$ cat config.mk
export PLATFORM = sky130hd
export DESIGN_NAME = cpu_stack_ptr
export DESIGN_NICKNAME = d
export VERILOG_FILES = /design/src/rtl/cpu_core_pkg.sv /design/src/rtl/cpu_stack_ptr.sv /design/src/rtl/return_stack_mem.sv
export VERILOG_INCLUDE_DIRS = /design/src /design/src/rtl
export SDC_FILE = /design/constraint.sdc
export NUM_CORES = 1
export LEC_CHECK = 0
export ABC_AREA = 1
export CORE_ASPECT_RATIO = 1.75
export CORE_MARGIN = 2
export CORE_UTILIZATION = 45
export DETAILED_ROUTE_END_ITERATION = 10
export DONT_BUFFER_PORTS = 1
export HOLD_SLACK_MARGIN = 0.08
export SYNTH_ARGS = -nofsm -noshare
export SYNTH_HDL_FRONTEND = slang
export SYNTH_SLANG_ARGS = --single-unit
$ cat constraint.sdc
create_clock -name clk_i -period 9.3 [get_ports clk_i]
set_input_delay 0.465 -clock clk_i [delete_from_list [all_inputs] [get_ports clk_i]]
set_output_delay 0.465 -clock clk_i [all_outputs]
set_load 0.01 [all_outputs]
$ cat src/rtl/cpu_core_params.svh
// Constants of the CPU stack and indirect pointer block.
// Included by the package and the design modules; definitions only.
`ifndef CPU_CORE_PARAMS_SVH
`define CPU_CORE_PARAMS_SVH
`define STK_DEPTH      16
`define STK_WIDTH      15
`define STK_CNT_W      5
`define PTR_WIDTH      16
`define PTR_PROG_BIT   15
`define LIN_BASE       16'h2000
`define LIN_BANKS      32
`define GPR_BYTES      80
`define GPR_FIRST      7'h20
`define INSN_COUNT     49
`define REG_CTRL       8'h00
`define REG_POWER_CONTROL_REG       8'h04
`define REG_PTR0       8'h08
`define REG_PTR1       8'h0C
`define REG_STACK      8'h10
`define CTRL_FAULT_EN  0
`define POWER_CONTROL_REG_OVF       7
`define POWER_CONTROL_REG_UNF       6
`endif

$ cat src/rtl/cpu_core_pkg.sv
// Types shared by the stack and indirect pointer block.
// Assumes cpu_core_params.svh is on the include path.
`include "cpu_core_params.svh"
package cpu_core_pkg;
   typedef enum logic [2:0] {
      MODE_OFFSET  = 3'h0,
      MODE_PREINC  = 3'h1,
      MODE_PREDEC  = 3'h2,
      MODE_POSTINC = 3'h3,
      MODE_POSTDEC = 3'h4
   } ptr_mode_type;
   typedef enum logic [3:0] {
      ST_IDLE  = 4'b0001,
      ST_DATA  = 4'b0010,
      ST_PROG  = 4'b0100,
      ST_FETCH = 4'b1000
   } acc_state_type;
   typedef struct packed {
      logic         valid;
      logic         sel;
      logic         we;
      ptr_mode_type mode;
      logic [5:0]   k;
      logic [7:0]   wdata;
   } ind_req_type;
   typedef struct packed {
      logic        valid;
      logic        sel;
      logic        add;
      logic [15:0] value;
   } ptr_op_type;
   typedef struct packed {
      logic [4:0] status;
      logic [7:0] work;
      logic [4:0] bank;
      logic [6:0] pc_latch;
   } core_ctx_type;
   typedef struct packed {
      logic [4:0]    count;
      logic          ovf;
      logic          unf;
      logic          fault_en;
      logic          soft_rst;
      logic [15:0]   ptr0;
      logic [15:0]   ptr1;
      core_ctx_type  sh_ctx;
      logic [15:0]   sh_ptr0;
      logic [15:0]   sh_ptr1;
      logic          restore;
      acc_state_type st;
      logic          done;
      logic [7:0]    rdata;
      logic [11:0]   daddr;
      logic          dwe;
      logic [7:0]    dwdata;
      logic [14:0]   paddr;
      logic          ack;
      logic [31:0]   wb_dat;
   } state_type;
endpackage

$ cat src/rtl/cpu_stack_ptr.sv
// CPU return stack, interrupt shadow registers and two indirect pointers.
// Assumes a sequencer on clk_i, file registers read combinationally and
// program memory read one edge after its address, Wishbone master on clk_i.
// Notes on behaviour
// - Sixteen-entry, fifteen-bit return stack, separate from data memory.
// - Overflow sets the overflow flag, underflow the underflow flag, in power control.
// - With fault reset enabled, either stack fault also pulses a software reset.
// - Interrupt entry copies core context and pointers into shadow registers.
// - Interrupt return copies shadow contents back automatically.
// - Two independent sixteen-bit indirect pointers.
// - Each pointer reaches all file registers and program memory.
// - Indirect access to program memory takes one extra cycle.
// - Linear window maps contiguous addresses onto 80-byte bank portions.
// - Pointer instructions belong to the 49-instruction set decoded by the core.
// - High byte bit 7 selects program memory; reads return low eight bits.
// - Indirect writes aimed at program memory have no effect.
//
// The Wishbone register port and the placing of the registers were left to the implementer.
`timescale 1ns/1ps
`include "cpu_core_params.svh"
module cpu_stack_ptr (
   // Clock and reset
   input  wire logic                      clk_i,
   input  wire logic                      rst_i,
   // Wishbone slave
   input  wire logic                      cyc_i,
   input  wire logic                      stb_i,
   input  wire logic                      we_i,
   input  wire logic [7:0]                adr_i,
   input  wire logic [3:0]                sel_i,
   input  wire logic [31:0]               dat_i,
   output logic      [31:0]               dat_o,
   output logic                           ack_o,
   // Sequencer: stack
   input  wire logic                      push_i,
   input  wire logic [14:0]               push_pc_i,
   input  wire logic                      pop_i,
   output logic      [14:0]               pop_pc_o,
   output logic                           soft_rst_o,
   // Sequencer: interrupt context
   input  wire logic                      irq_entry_i,
   input  wire logic                      irq_return_i,
   input  wire cpu_core_pkg::core_ctx_type ctx_i,
   output cpu_core_pkg::core_ctx_type     ctx_o,
   output logic                           restore_o,
   // Sequencer: pointers and indirect port
   input  wire cpu_core_pkg::ptr_op_type  ptr_op_i,
   input  wire cpu_core_pkg::ind_req_type ind_req_i,
   output logic                           ind_busy_o,
   output logic                           ind_done_o,
   output logic      [7:0]                ind_rdata_o,
   output logic      [15:0]               ptr0_o,
   output logic      [15:0]               ptr1_o,
   // Data memory
   output logic      [11:0]               dmem_addr_o,
   output logic                           dmem_we_o,
   output logic      [7:0]                dmem_wdata_o,
   input  wire logic [7:0]                dmem_rdata_i,
   // Program memory
   output logic      [14:0]               pmem_addr_o,
   input  wire logic [13:0]               pmem_rdata_i
);
   localparam logic [4:0]  FULL      = 5'(`STK_DEPTH);
   localparam logic [15:0] LIN_SPAN  = 16'(`GPR_BYTES * `LIN_BANKS);
   localparam logic [11:0] GPR_BYTES = 12'(`GPR_BYTES);

   cpu_core_pkg::state_type s_q;
   cpu_core_pkg::state_type s_d;
   logic [14:0] stk_rdata;
   logic        stk_we;
   logic        take;
   logic [15:0] ea;

   // Linear view: consecutive addresses run through the GPR part of each bank
   function automatic logic [11:0] map_data(input logic [15:0] a);
      logic [11:0] off;
      logic [11:0] bank;
      logic [11:0] rem;
      off  = a[11:0];
      bank = off / GPR_BYTES;
      rem  = off - bank * GPR_BYTES;
      if (a >= `LIN_BASE && a < `LIN_BASE + LIN_SPAN) begin
         map_data = {bank[4:0], `GPR_FIRST + rem[6:0]};
      end else begin
         map_data = a[11:0];
      end
   endfunction

   always_comb begin
      logic [15:0] p;
      logic [15:0] kx;
      logic        fault;
      p     = ind_req_i.sel ? s_q.ptr1 : s_q.ptr0;
      kx    = {{10{ind_req_i.k[5]}}, ind_req_i.k};
      fault = 1'b0;
      s_d   = s_q;
      s_d.done     = 1'b0;
      s_d.dwe      = 1'b0;
      s_d.restore  = 1'b0;
      s_d.soft_rst = 1'b0;
      s_d.ack      = 1'b0;
      take   = ind_req_i.valid && s_q.st == cpu_core_pkg::ST_IDLE;
      stk_we = 1'b0;
      unique case (ind_req_i.mode)
         cpu_core_pkg::MODE_OFFSET:  ea = p + kx;
         cpu_core_pkg::MODE_PREINC:  ea = p + 16'h0001;
         cpu_core_pkg::MODE_PREDEC:  ea = p - 16'h0001;
         cpu_core_pkg::MODE_POSTINC: ea = p;
         cpu_core_pkg::MODE_POSTDEC: ea = p;
         default:                    ea = p;
      endcase

      // Wishbone: one wait state, then ack for one cycle
      if (cyc_i && stb_i && !s_q.ack) begin
         s_d.ack    = 1'b1;
         s_d.wb_dat = 32'h0000_0000;
         unique case (adr_i)
            `REG_CTRL: begin
               s_d.wb_dat[`CTRL_FAULT_EN] = s_q.fault_en;
               if (we_i && sel_i[0]) begin
                  s_d.fault_en = dat_i[`CTRL_FAULT_EN];
               end
            end
            `REG_POWER_CONTROL_REG: begin
               s_d.wb_dat[`POWER_CONTROL_REG_OVF] = s_q.ovf;
               s_d.wb_dat[`POWER_CONTROL_REG_UNF] = s_q.unf;
               // Writing zero clears a flag; a fault in the same cycle wins below
               if (we_i && sel_i[0]) begin
                  s_d.ovf = s_q.ovf & dat_i[`POWER_CONTROL_REG_OVF];
                  s_d.unf = s_q.unf & dat_i[`POWER_CONTROL_REG_UNF];
               end
            end
            `REG_PTR0: begin
               s_d.wb_dat[15:0] = s_q.ptr0;
               if (we_i && sel_i[0]) s_d.ptr0[7:0] = dat_i[7:0];
               if (we_i && sel_i[1]) s_d.ptr0[15:8] = dat_i[15:8];
            end
            `REG_PTR1: begin
               s_d.wb_dat[15:0] = s_q.ptr1;
               if (we_i && sel_i[0]) s_d.ptr1[7:0] = dat_i[7:0];
               if (we_i && sel_i[1]) s_d.ptr1[15:8] = dat_i[15:8];
            end
            `REG_STACK: s_d.wb_dat[4:0] = s_q.count;
            default:    s_d.wb_dat = 32'h0000_0000;
         endcase
      end

      // Pointer instructions from the decoder: load or add literal
      if (ptr_op_i.valid) begin
         if (ptr_op_i.sel) begin
            s_d.ptr1 = ptr_op_i.add ? s_q.ptr1 + ptr_op_i.value : ptr_op_i.value;
         end else begin
            s_d.ptr0 = ptr_op_i.add ? s_q.ptr0 + ptr_op_i.value : ptr_op_i.value;
         end
      end

      // Indirect access
      unique case (s_q.st)
         cpu_core_pkg::ST_IDLE: begin
            if (take) begin
               if (ind_req_i.mode != cpu_core_pkg::MODE_OFFSET) begin
                  if (ind_req_i.sel) s_d.ptr1 = (ind_req_i.mode == cpu_core_pkg::MODE_PREINC ||
                     ind_req_i.mode == cpu_core_pkg::MODE_POSTINC) ? p + 16'h0001 : p - 16'h0001;
                  else s_d.ptr0 = (ind_req_i.mode == cpu_core_pkg::MODE_PREINC ||
                     ind_req_i.mode == cpu_core_pkg::MODE_POSTINC) ? p + 16'h0001 : p - 16'h0001;
               end
               if (ea[`PTR_PROG_BIT]) begin
                  s_d.paddr = ea[14:0];
                  s_d.st    = cpu_core_pkg::ST_PROG;
               end else begin
                  s_d.daddr  = map_data(ea);
                  s_d.dwe    = ind_req_i.we;
                  s_d.dwdata = ind_req_i.wdata;
                  s_d.st     = cpu_core_pkg::ST_DATA;
               end
            end
         end
         cpu_core_pkg::ST_DATA: begin
            s_d.rdata = dmem_rdata_i;
            s_d.done  = 1'b1;
            s_d.st    = cpu_core_pkg::ST_IDLE;
         end
         cpu_core_pkg::ST_PROG: begin
            // Program words come from a synchronous read, so the word is not here yet
            s_d.st = cpu_core_pkg::ST_FETCH;
         end
         cpu_core_pkg::ST_FETCH: begin
            // Program memory has no write path from here; a write just completes
            s_d.rdata = pmem_rdata_i[7:0];
            s_d.done  = 1'b1;
            s_d.st    = cpu_core_pkg::ST_IDLE;
         end
      endcase

      // Return stack
      if (push_i) begin
         if (s_q.count == FULL) begin
            s_d.ovf = 1'b1;
            fault   = 1'b1;
         end else begin
            stk_we    = 1'b1;
            s_d.count = s_q.count + 5'h01;
         end
      end else if (pop_i) begin
         if (s_q.count == 5'h00) begin
            s_d.unf = 1'b1;
            fault   = 1'b1;
         end else begin
            s_d.count = s_q.count - 5'h01;
         end
      end

      // Interrupt context
      if (irq_entry_i) begin
         s_d.sh_ctx  = ctx_i;
         s_d.sh_ptr0 = s_q.ptr0;
         s_d.sh_ptr1 = s_q.ptr1;
      end else if (irq_return_i) begin
         s_d.restore = 1'b1;
         s_d.ptr0    = s_q.sh_ptr0;
         s_d.ptr1    = s_q.sh_ptr1;
      end

      // Fault reset clears the stack and pointers but keeps the flags as the cause
      if (fault && s_q.fault_en) begin
         s_d.soft_rst = 1'b1;
         s_d.count    = 5'h00;
         s_d.ptr0     = 16'h0000;
         s_d.ptr1     = 16'h0000;
         s_d.st       = cpu_core_pkg::ST_IDLE;
         s_d.dwe      = 1'b0;
      end
   end

   always_ff @(posedge clk_i) begin
      if (rst_i) begin
         s_q <= '0;
         s_q.st <= cpu_core_pkg::ST_IDLE;
      end else begin
         s_q <= s_d;
      end
   end

   return_stack_mem #(
      .WIDTH (`STK_WIDTH),
      .DEPTH (`STK_DEPTH),
      .AW    (4)
   ) u_stack (
      .clk_i   (clk_i),
      .we_i    (stk_we),
      .waddr_i (s_q.count[3:0]),
      .wdata_i (push_pc_i),
      .raddr_i (4'(s_q.count - 5'h01)),
      .rdata_o (stk_rdata)
   );

   assign dat_o        = s_q.wb_dat;
   assign ack_o        = s_q.ack;
   assign pop_pc_o     = stk_rdata;
   assign soft_rst_o   = s_q.soft_rst;
   assign ctx_o        = s_q.sh_ctx;
   assign restore_o    = s_q.restore;
   assign ind_busy_o   = s_q.st != cpu_core_pkg::ST_IDLE;
   assign ind_done_o   = s_q.done;
   assign ind_rdata_o  = s_q.rdata;
   assign ptr0_o       = s_q.ptr0;
   assign ptr1_o       = s_q.ptr1;
   assign dmem_addr_o  = s_q.daddr;
   assign dmem_we_o    = s_q.dwe;
   assign dmem_wdata_o = s_q.dwdata;
   assign pmem_addr_o  = s_q.paddr;
endmodule

$ cat src/rtl/return_stack_mem.sv
// Return stack storage: synchronous write, registered read.
// Assumes one clock; read data follow the read address one edge later.
`timescale 1ns/1ps
`include "cpu_core_params.svh"
module return_stack_mem #(
   parameter int WIDTH = `STK_WIDTH,
   parameter int DEPTH = `STK_DEPTH,
   parameter int AW    = 4
) (
   // Clock
   input  wire logic             clk_i,
   // Write port
   input  wire logic             we_i,
   input  wire logic [AW-1:0]    waddr_i,
   input  wire logic [WIDTH-1:0] wdata_i,
   // Read port
   input  wire logic [AW-1:0]    raddr_i,
   output logic      [WIDTH-1:0] rdata_o
);
   logic [WIDTH-1:0] mem [DEPTH];

   always_ff @(posedge clk_i) begin
      if (we_i) begin
         mem[waddr_i] <= wdata_i;
      end
      rdata_o <= mem[raddr_i];
   end
endmodule

==> results by group, run 1 <==
Synthesis
  • Synthesized instance count: 2803
  • Compound-gate portion of the synthesized area: 16.6%
  • Top post-synthesis cells by count: 421 x nand2_1, 420 x nor2_1, 275 x o21ai_0, 249 x inv_1, 240 x edfxtp_1
  • Largest family of logic cells by synthesized area: simple AND/OR/NAND/NOR gates
  • Share of Yosys cell area claimed by the top area cell type: 31.0%
  • Mux cell area share after synthesis: 0.818%
  • Number of synthesized flops with an enable pin: 240
  • Synth Cell Area: 23300 um2
  • Synth top area cells: edfxtp_1 31%, dfxtp_1 15%, nand2_1 6.8%
  • Mean post-synth cell area: 8.30 um2
  • Async S/R FF share, synth: 0%
  • Synth Area in XOR/XNOR: 1.36%
  • Top FF cell, synth: edfxtp_1
  • Cell variety after synth: 55
  • Seq/Total Area, Yosys: 46.5%
  • Adder-cell area share of the yosys netlist: 3.59%
  • Cell taking the most area after synthesis: edfxtp_1
  • Seq cells post-synth: 420
  • Simple-gate share of the synthesized area: 20.4%
  • Count leader, synth: nand2_1
  • Yosys warns: 0

Global route
  • Total global routing overflow: 0
  • First-pass GRT wire length: 112000 um
  • Initial antenna violation count: 3
  • GR peak layer: met2
  • Number of global-route vias before repair: 19100
  • Grt met1 use: 28.6%
  • Met3 GRT Util: 5.26%
  • Overall global routing resource usage: 27.3%
  • Largest net degree at the start of global routing: 87
  • Grt met2 use: 49.5%

Clock tree
  • CTS tree: done
  • Root buffer cell: clkbuf_16
  • Cts bufs inserted: 40
  • Clk slew on worst S/H paths: 0.07 ns
  • Worst-skew pair later-pin latency: 0.57 ns
  • Clock Tree Buf Depth: 3
  • Clock tree sinks: 420
  • H-tree Lvls: 2

Floorplan
  • IO Count: 307
  • Total die area: 53600 um2
  • Row cnt: 110
  • Initial Util: 45.4%
  • Core Area: 51200 um2
  • Die Width: 176 um
  • Die H: 305 um

Setup path
  • Critical Path AT: 9.01 ns
  • Critical Path Start: ptr1_o[0]
  • Crit-path most repeated cell: nand2_1
  • Critical-path top delay cell: dfxtp_2
  • Max incr delay on CP: 0.42 ns
  • Crit Path Category: flip-flop to flip-flop
  • Crit path max fanout: 12
  • Worst Setup Start Kind: flip-flop
  • CP Capture Type: flip-flop
  • Worst r2r src: ptr1_o[0]
  • Worst Path Required: 9.75 ns

Final layout
  • Layout cells sized above 1: 7.85%
  • Synthesis-to-finish area growth: 7.77%
  • Flip-flop and latch area: 10800 um2
  • Layout fillers: 4915
  • Total Nets Final: 2927
  • Multi-input logic area: 10100 um2

Drt
  • WL/cell: 22.0 um
  • Final antenna-violating net count: 0
  • DRC Markers: 0
  • Drt total wl: 75000 um
  • Initial DRC count: 1454
  • Vias post-DR: 19500
  • Vias per cell: 5.71
  • DR pass1 iterations: 6

Run
  • Max-cap viol count: 0

Timing
  • Setup violators final: 0
  • Period utilisation layout: 92.0%
  • Min Tclk post-route: 8.56 ns
  • WHS: 0.0994 ns
  • Final hold violation count: 0
  • Headroom to the max-slew limit: 18.9%
  • Pins over their slew limit: 0
  • Fmax: 0.117 GHz
  • Layout Skew: 0.0301 ns
  • Worst Max-Slew Pin Slew: 1.21 ns

Hold path
  • Min-Delay Path Class: input pin to flip-flop
  • Hold Crit Start: pop_i

Power
  • Pwr Total: 5.94 mW
  • Leak: 9.88 nW
  • Power density cells: 237 nW/um2
  • Maximum VDD drop: 0.000180 V

Run status
  • Status: completed

Placed design
  • Dpl hpwl: 54200 um
  • RD Place Congestion: 0.974
  • Port bufs: 0
## timing repair
item                                    in CTS  in global routing
endpoints found under the setup margin       0                  2
hold buffers                                70                  0
setup buffers                                0                  2
gates resized for setup                      0                  5
hold endpoints to repair                   342                  0
## state kept, by name, indices dropped and copies added, names as in the netlist
name / flops
ack_o: 1
dmem_wdata_o: 8
u_stack.rdata_o: 15
dmem_addr_o: 12
soft_rst_o: 1
s_q: 44
ptr1_o: 16
u_stack.mem: 240
dat_o: 16
ind_done_o: 1
restore_o: 1
ptr0_o: 16
pmem_addr_o: 15
dmem_we_o: 1
ctx_o: 25
ind_rdata_o: 8
## routing by layer
layer	routed length, um	up-vias
met5	13	-
met3	4660	230
li1	-	9281
met1	26600	9265
met2	38500	717
met4	5250	2
## layout make-up
cell class | count | area share [%]
antenna | 1 | 0.00999
inverter | 271 | 4.06
clock buffer | 51 | 4.33
tap | 672 | 3.36
multi-input combinational | 1877 | 40.3
sequential | 420 | 43.2
timing repair buffer | 98 | 3.74
clock inverter | 23 | 0.994
## report_power, final
| group | switching, mW | internal [mW] | total, mW |
|---|---|---|---|
| clock network | 0.740 | 0.925 | 1.66 |
| logic | 1.35 | 0.658 | 2.01 |
| registers | 0.152 | 2.11 | 2.26 |
## logic make-up (layout without fill, tap and decap cells)
kind of cell | Yosys count | after routing
and+or+nand+nor | 1098 | 1098
muxes | 19 | 19
other | 1 | 17
buffers and inverters | 521 | 443
AOI/OAI and AO/OA | 643 | 643
xor gates and xnor gates | 36 | 36
DFF | 420 | 420
adders and majority gates | 65 | 65
## stage by stage
step	TNS [ns]	instance area, um2	util [%]	std cells	setup WS [ns]
floorplan	0	23300	-	2818	1.85
global placement	0	23000	44.9	3266	0.604
detailed placement	0	23000	44.9	3266	0.405
CTS	0	25000	48.9	3410	0.367
global route	-0.0148	25100	48.9	3412	-0.0148
finish	0	25100	48.9	3413	0.744
## placed cells by master, fill, tap and decap left out, types with 8 or more instances in the layout
cell,netlist,routed
xor2_1,28,28
nor3_1,27,24
dlygate4sd3_1,0,68
o21ai_0,275,275
edfxtp_1,240,240
dfxtp_1,180,177
ha_1,62,61
o31ai_1,11,11
xnor2_1,8,8
nor2_2,13,28
o32ai_1,44,44
a31oi_1,22,22
clkinv_2,0,9
inv_2,12,13
o221ai_1,31,31
o211ai_1,72,72
nand2_1,421,420
nand4_1,22,22
nand2_2,28,29
mux2i_1,19,19
a21oi_1,141,141
o22ai_1,10,10
buf_4,133,28
inv_1,249,247
clkinv_1,10,14
conb_1,1,16
nand3_2,10,10
nand3_1,124,124
clkbuf_16,0,40
nor2_1,420,405
## critical path: cells and delay by family (launching register included)
kind                       cells  cell delay [ns]
buffers and inverters         12             1.25
and+or+nand+nor               39             4.30
xor gates and xnor gates       2             0.38
DFF                            1             0.42
AOI/OAI and AO/OA              5             0.71
adders and majority gates      5             1.34
## path summary, 6_finish.rpt
kind / endpoint / slack (ns) / cells after the start
worst max register to register: dmem_addr_o[6] / 0.74 / 63
worst min register to register: s_q[84] / 0.47 / 2
worst min-delay path: s_q[174] / 0.1 / 2
worst max-delay path: dmem_addr_o[6] / 0.74 / 63
No activity file was read; power rests on OpenSTA's default activity.
==> run 2: changes to the inputs <==
- clock period: 9.3 -> 11.06 ns (I/O delays scaled with it)
==> results by group, run 2 (synthesis gave the netlist of run 1 again) <==
Run status
  • Status: completed

Floorplan
  • Die Width: 176 um (unchanged)
  • Total die area: 53600 um2 (unchanged)
  • Initial Util: 45.4% (unchanged)
  • Die H: 305 um (unchanged)
  • IO Count: 307 (unchanged)
  • Core Area: 51200 um2 (unchanged)
  • Row cnt: 110 (unchanged)

Run
  • Max-cap viol count: 0 (unchanged)

Setup path
  • Crit path max fanout: 12 (unchanged)
  • CP Capture Type: flip-flop
  • Crit-path most repeated cell: nand2_1
  • Critical Path AT: 9.67 ns (+0.66 ns)
  • Critical-path top delay cell: dfxtp_1
  • R2r setup slk: 1.84 ns (+1.09 ns)
  • Crit Path Category: flip-flop to flip-flop
  • Max incr delay on CP: 0.49 ns (+0.07 ns)
  • Worst Path Required: 11.51 ns (+1.76 ns)
  • Worst Setup Start Kind: flip-flop

Global route
  • Largest net degree at the start of global routing: 88 (+1.1%)
  • First-pass GRT wire length: 111000 um (-1.1%)
  • Initial antenna violation count: 4 (+1)
  • Met3 GRT Util: 5.19% (-0.075 points)
  • Overall global routing resource usage: 27.1% (-0.22 points)
  • Number of global-route vias before repair: 18600 (-2.6%)
  • GR peak layer: met2
  • Total global routing overflow: 0 (unchanged)
  • Grt met2 use: 48.5% (-0.96 points)
  • Grt met1 use: 29.0% (+0.37 points)

Power
  • Pwr Total: 5.02 mW (-15%)
  • Leak: 9.65 nW (-2.3%)
  • NetSw: 1.87 mW (-17%)
  • Switching Share: 37.2% (-0.61 points)
  • Internal cell power: 3.15 mW (-15%)
  • Maximum VDD drop: 0.000133 V (-26%)
  • Power density cells: 204 nW/um2 (-14%)
  • Clock power frac: 29.2% (+1.2 points)
  • Sequential share of power: 37.9% (-0.2 points)
  • Comb pwr share: 32.9% (-1.0 points)

Timing
  • Pins over their slew limit: 0 (unchanged)
  • Headroom to the max-slew limit: 21.7% (+2.8 points)
  • Setup violators final: 0 (unchanged)
  • Layout Skew: 0.0458 ns (+0.0158 ns)
  • Min Tclk post-route: 9.22 ns (+0.668 ns)
  • Fmax: 0.108 GHz (-7.2%)
  • Setup_tns: 0 ns (unchanged)
  • Unrepaired setup endpoints after global routing: no
  • Final hold violation count: 0 (unchanged)
  • Period utilisation layout: 83.4% (-8.6 points)
  • Worst Max-Slew Pin Slew: 1.17 ns (-0.0416 ns)

Placed design
  • RD Place Congestion: 0.965 (-1.0%)
  • Dpl hpwl: 53600 um (-1.1%)
  • Placed Instances: 3263 (-0.092%)
  • Port bufs: 0 (unchanged)

Drt
  • Final antenna-violating net count: 0 (unchanged)
  • DR pass1 iterations: 7 (+1)
  • DRC Markers: 0 (unchanged)
  • Vias per cell: 5.73 (+0.25%)
  • Drt total wl: 74000 um (-1.4%)
  • Vias post-DR: 19300 (-1.3%)
  • Initial DRC count: 1609 (+11%)
  • WL/cell: 22.0 um (about the same)

Final layout
  • Final Non-Filler Cells: 3362 (-1.5%)
  • Layout Utilization: 48.0% (-0.93 points)
  • Max FFs per register: 240 (unchanged)
  • Total Nets Final: 2873 (-1.8%)
  • Synthesis-to-finish area growth: 5.71%
  • Most common cell after layout, fill and taps aside: nand2_1
  • Most frequent cells in the layout: 420 x nand2_1, 405 x nor2_1, 275 x o21ai_0, 248 x inv_1, 240 x edfxtp_1
  • Layout cells sized above 1: 7.74% (-0.10 points)
  • Reg with most FFs: u_stack.mem

Clock tree
  • Post-CTS Repair Setup Buffers: 0 (unchanged)
  • Clock Tree Buf Depth: 3 (unchanged)
  • Clk slew on worst S/H paths: 0.06 ns (about the same)
  • Clock tree sinks: 420 (unchanged)
  • H-tree Lvls: 2 (unchanged)
  • Cts bufs inserted: 41 (+2.5%)
  • Root buffer cell: clkbuf_16
  • CTS tree: done
  • Worst-skew pair later-pin latency: 0.57 ns (about the same)

Hold path
  • Min-Delay Path Class: input pin to flip-flop
[run 2: changes by cell type in the layout (fill, tap and decap cells not counted), moves of 2 or more]
cell	change
clkbuf_8	+4
dfxtp_1	+2
clkinv_1	-2
diode_2	+3
clkinv_4	-2
buf_4	-5
dfxtp_2	-2
dlygate4sd3_1	-49
[run 2: metal layers]
layer  part of all wire [%]  vias up
met4                    6.9        2
met2                     51      726
met1                     35     9137
met3                    7.0      201
met5                  0.015        -
li1                       -     9185
[run 2: final timing paths]
check / from / end / cells past startpoint
min reg2reg: s_q[88] / ptr1_o[5] / 2
max: ptr0_o[0] / dmem_addr_o[6] / 62
min: ind_req_i[17] / dmem_we_o / 2
max reg2reg: ptr0_o[0] / dmem_addr_o[6] / 62
[run 2: worst max-delay path, delay by kind of cell, from the launching register on]
kind | cells | cell delay (ns)
and+or+nand+nor | 39 | 4.73
AOI/OAI and AO/OA | 5 | 0.79
DFF | 1 | 0.49
adders and majority gates | 5 | 1.43
xor gates and xnor gates | 2 | 0.35
buffers and inverters | 11 | 1.31
[run 2: power by group through the flow]
stage	registers [mW]	clock network [mW]	logic (mW)
after global placement	1.93	0	1.59
after floorplan	1.86	0	1.31
after detailed placement	1.94	0	1.62
after CTS	1.91	1.49	1.65
final	1.90	1.47	1.65
after global routing	1.91	1.56	1.85
[run 2: final cells by class]
class / count / area (um2)
antenna: 4 / 10.0
inverter: 271 / 1020
clock buffer: 54 / 1150
fill: 4945 / 26600
clock inverter: 21 / 268
sequential: 420 / 10800
tap: 672 / 841
timing repair buffer: 43 / 383
multi-input combinational: 1877 / 10100
[run 2: what timing repair did]
| action | CTS | global route |
|---|---|---|
| hold buffers | 20 | 0 |
| gates resized for setup | 0 | 0 |
| hold endpoints to repair | 267 | 0 |
[run 2: per-stage QoR]
step / hold slack [ns] / setup slack (ns) / area [um2]
2_1_floorplan: 0.442 / 3.53 / 23300
3_3_place_gp: 0.443 / 1.99 / 22900
3_5_place_dp: 0.449 / 1.82 / 22900
4_1_cts: 0.0816 / 1.85 / 24600
5_1_grt: 0.0939 / 0.889 / 24600
6_report: 0.115 / 1.84 / 24600
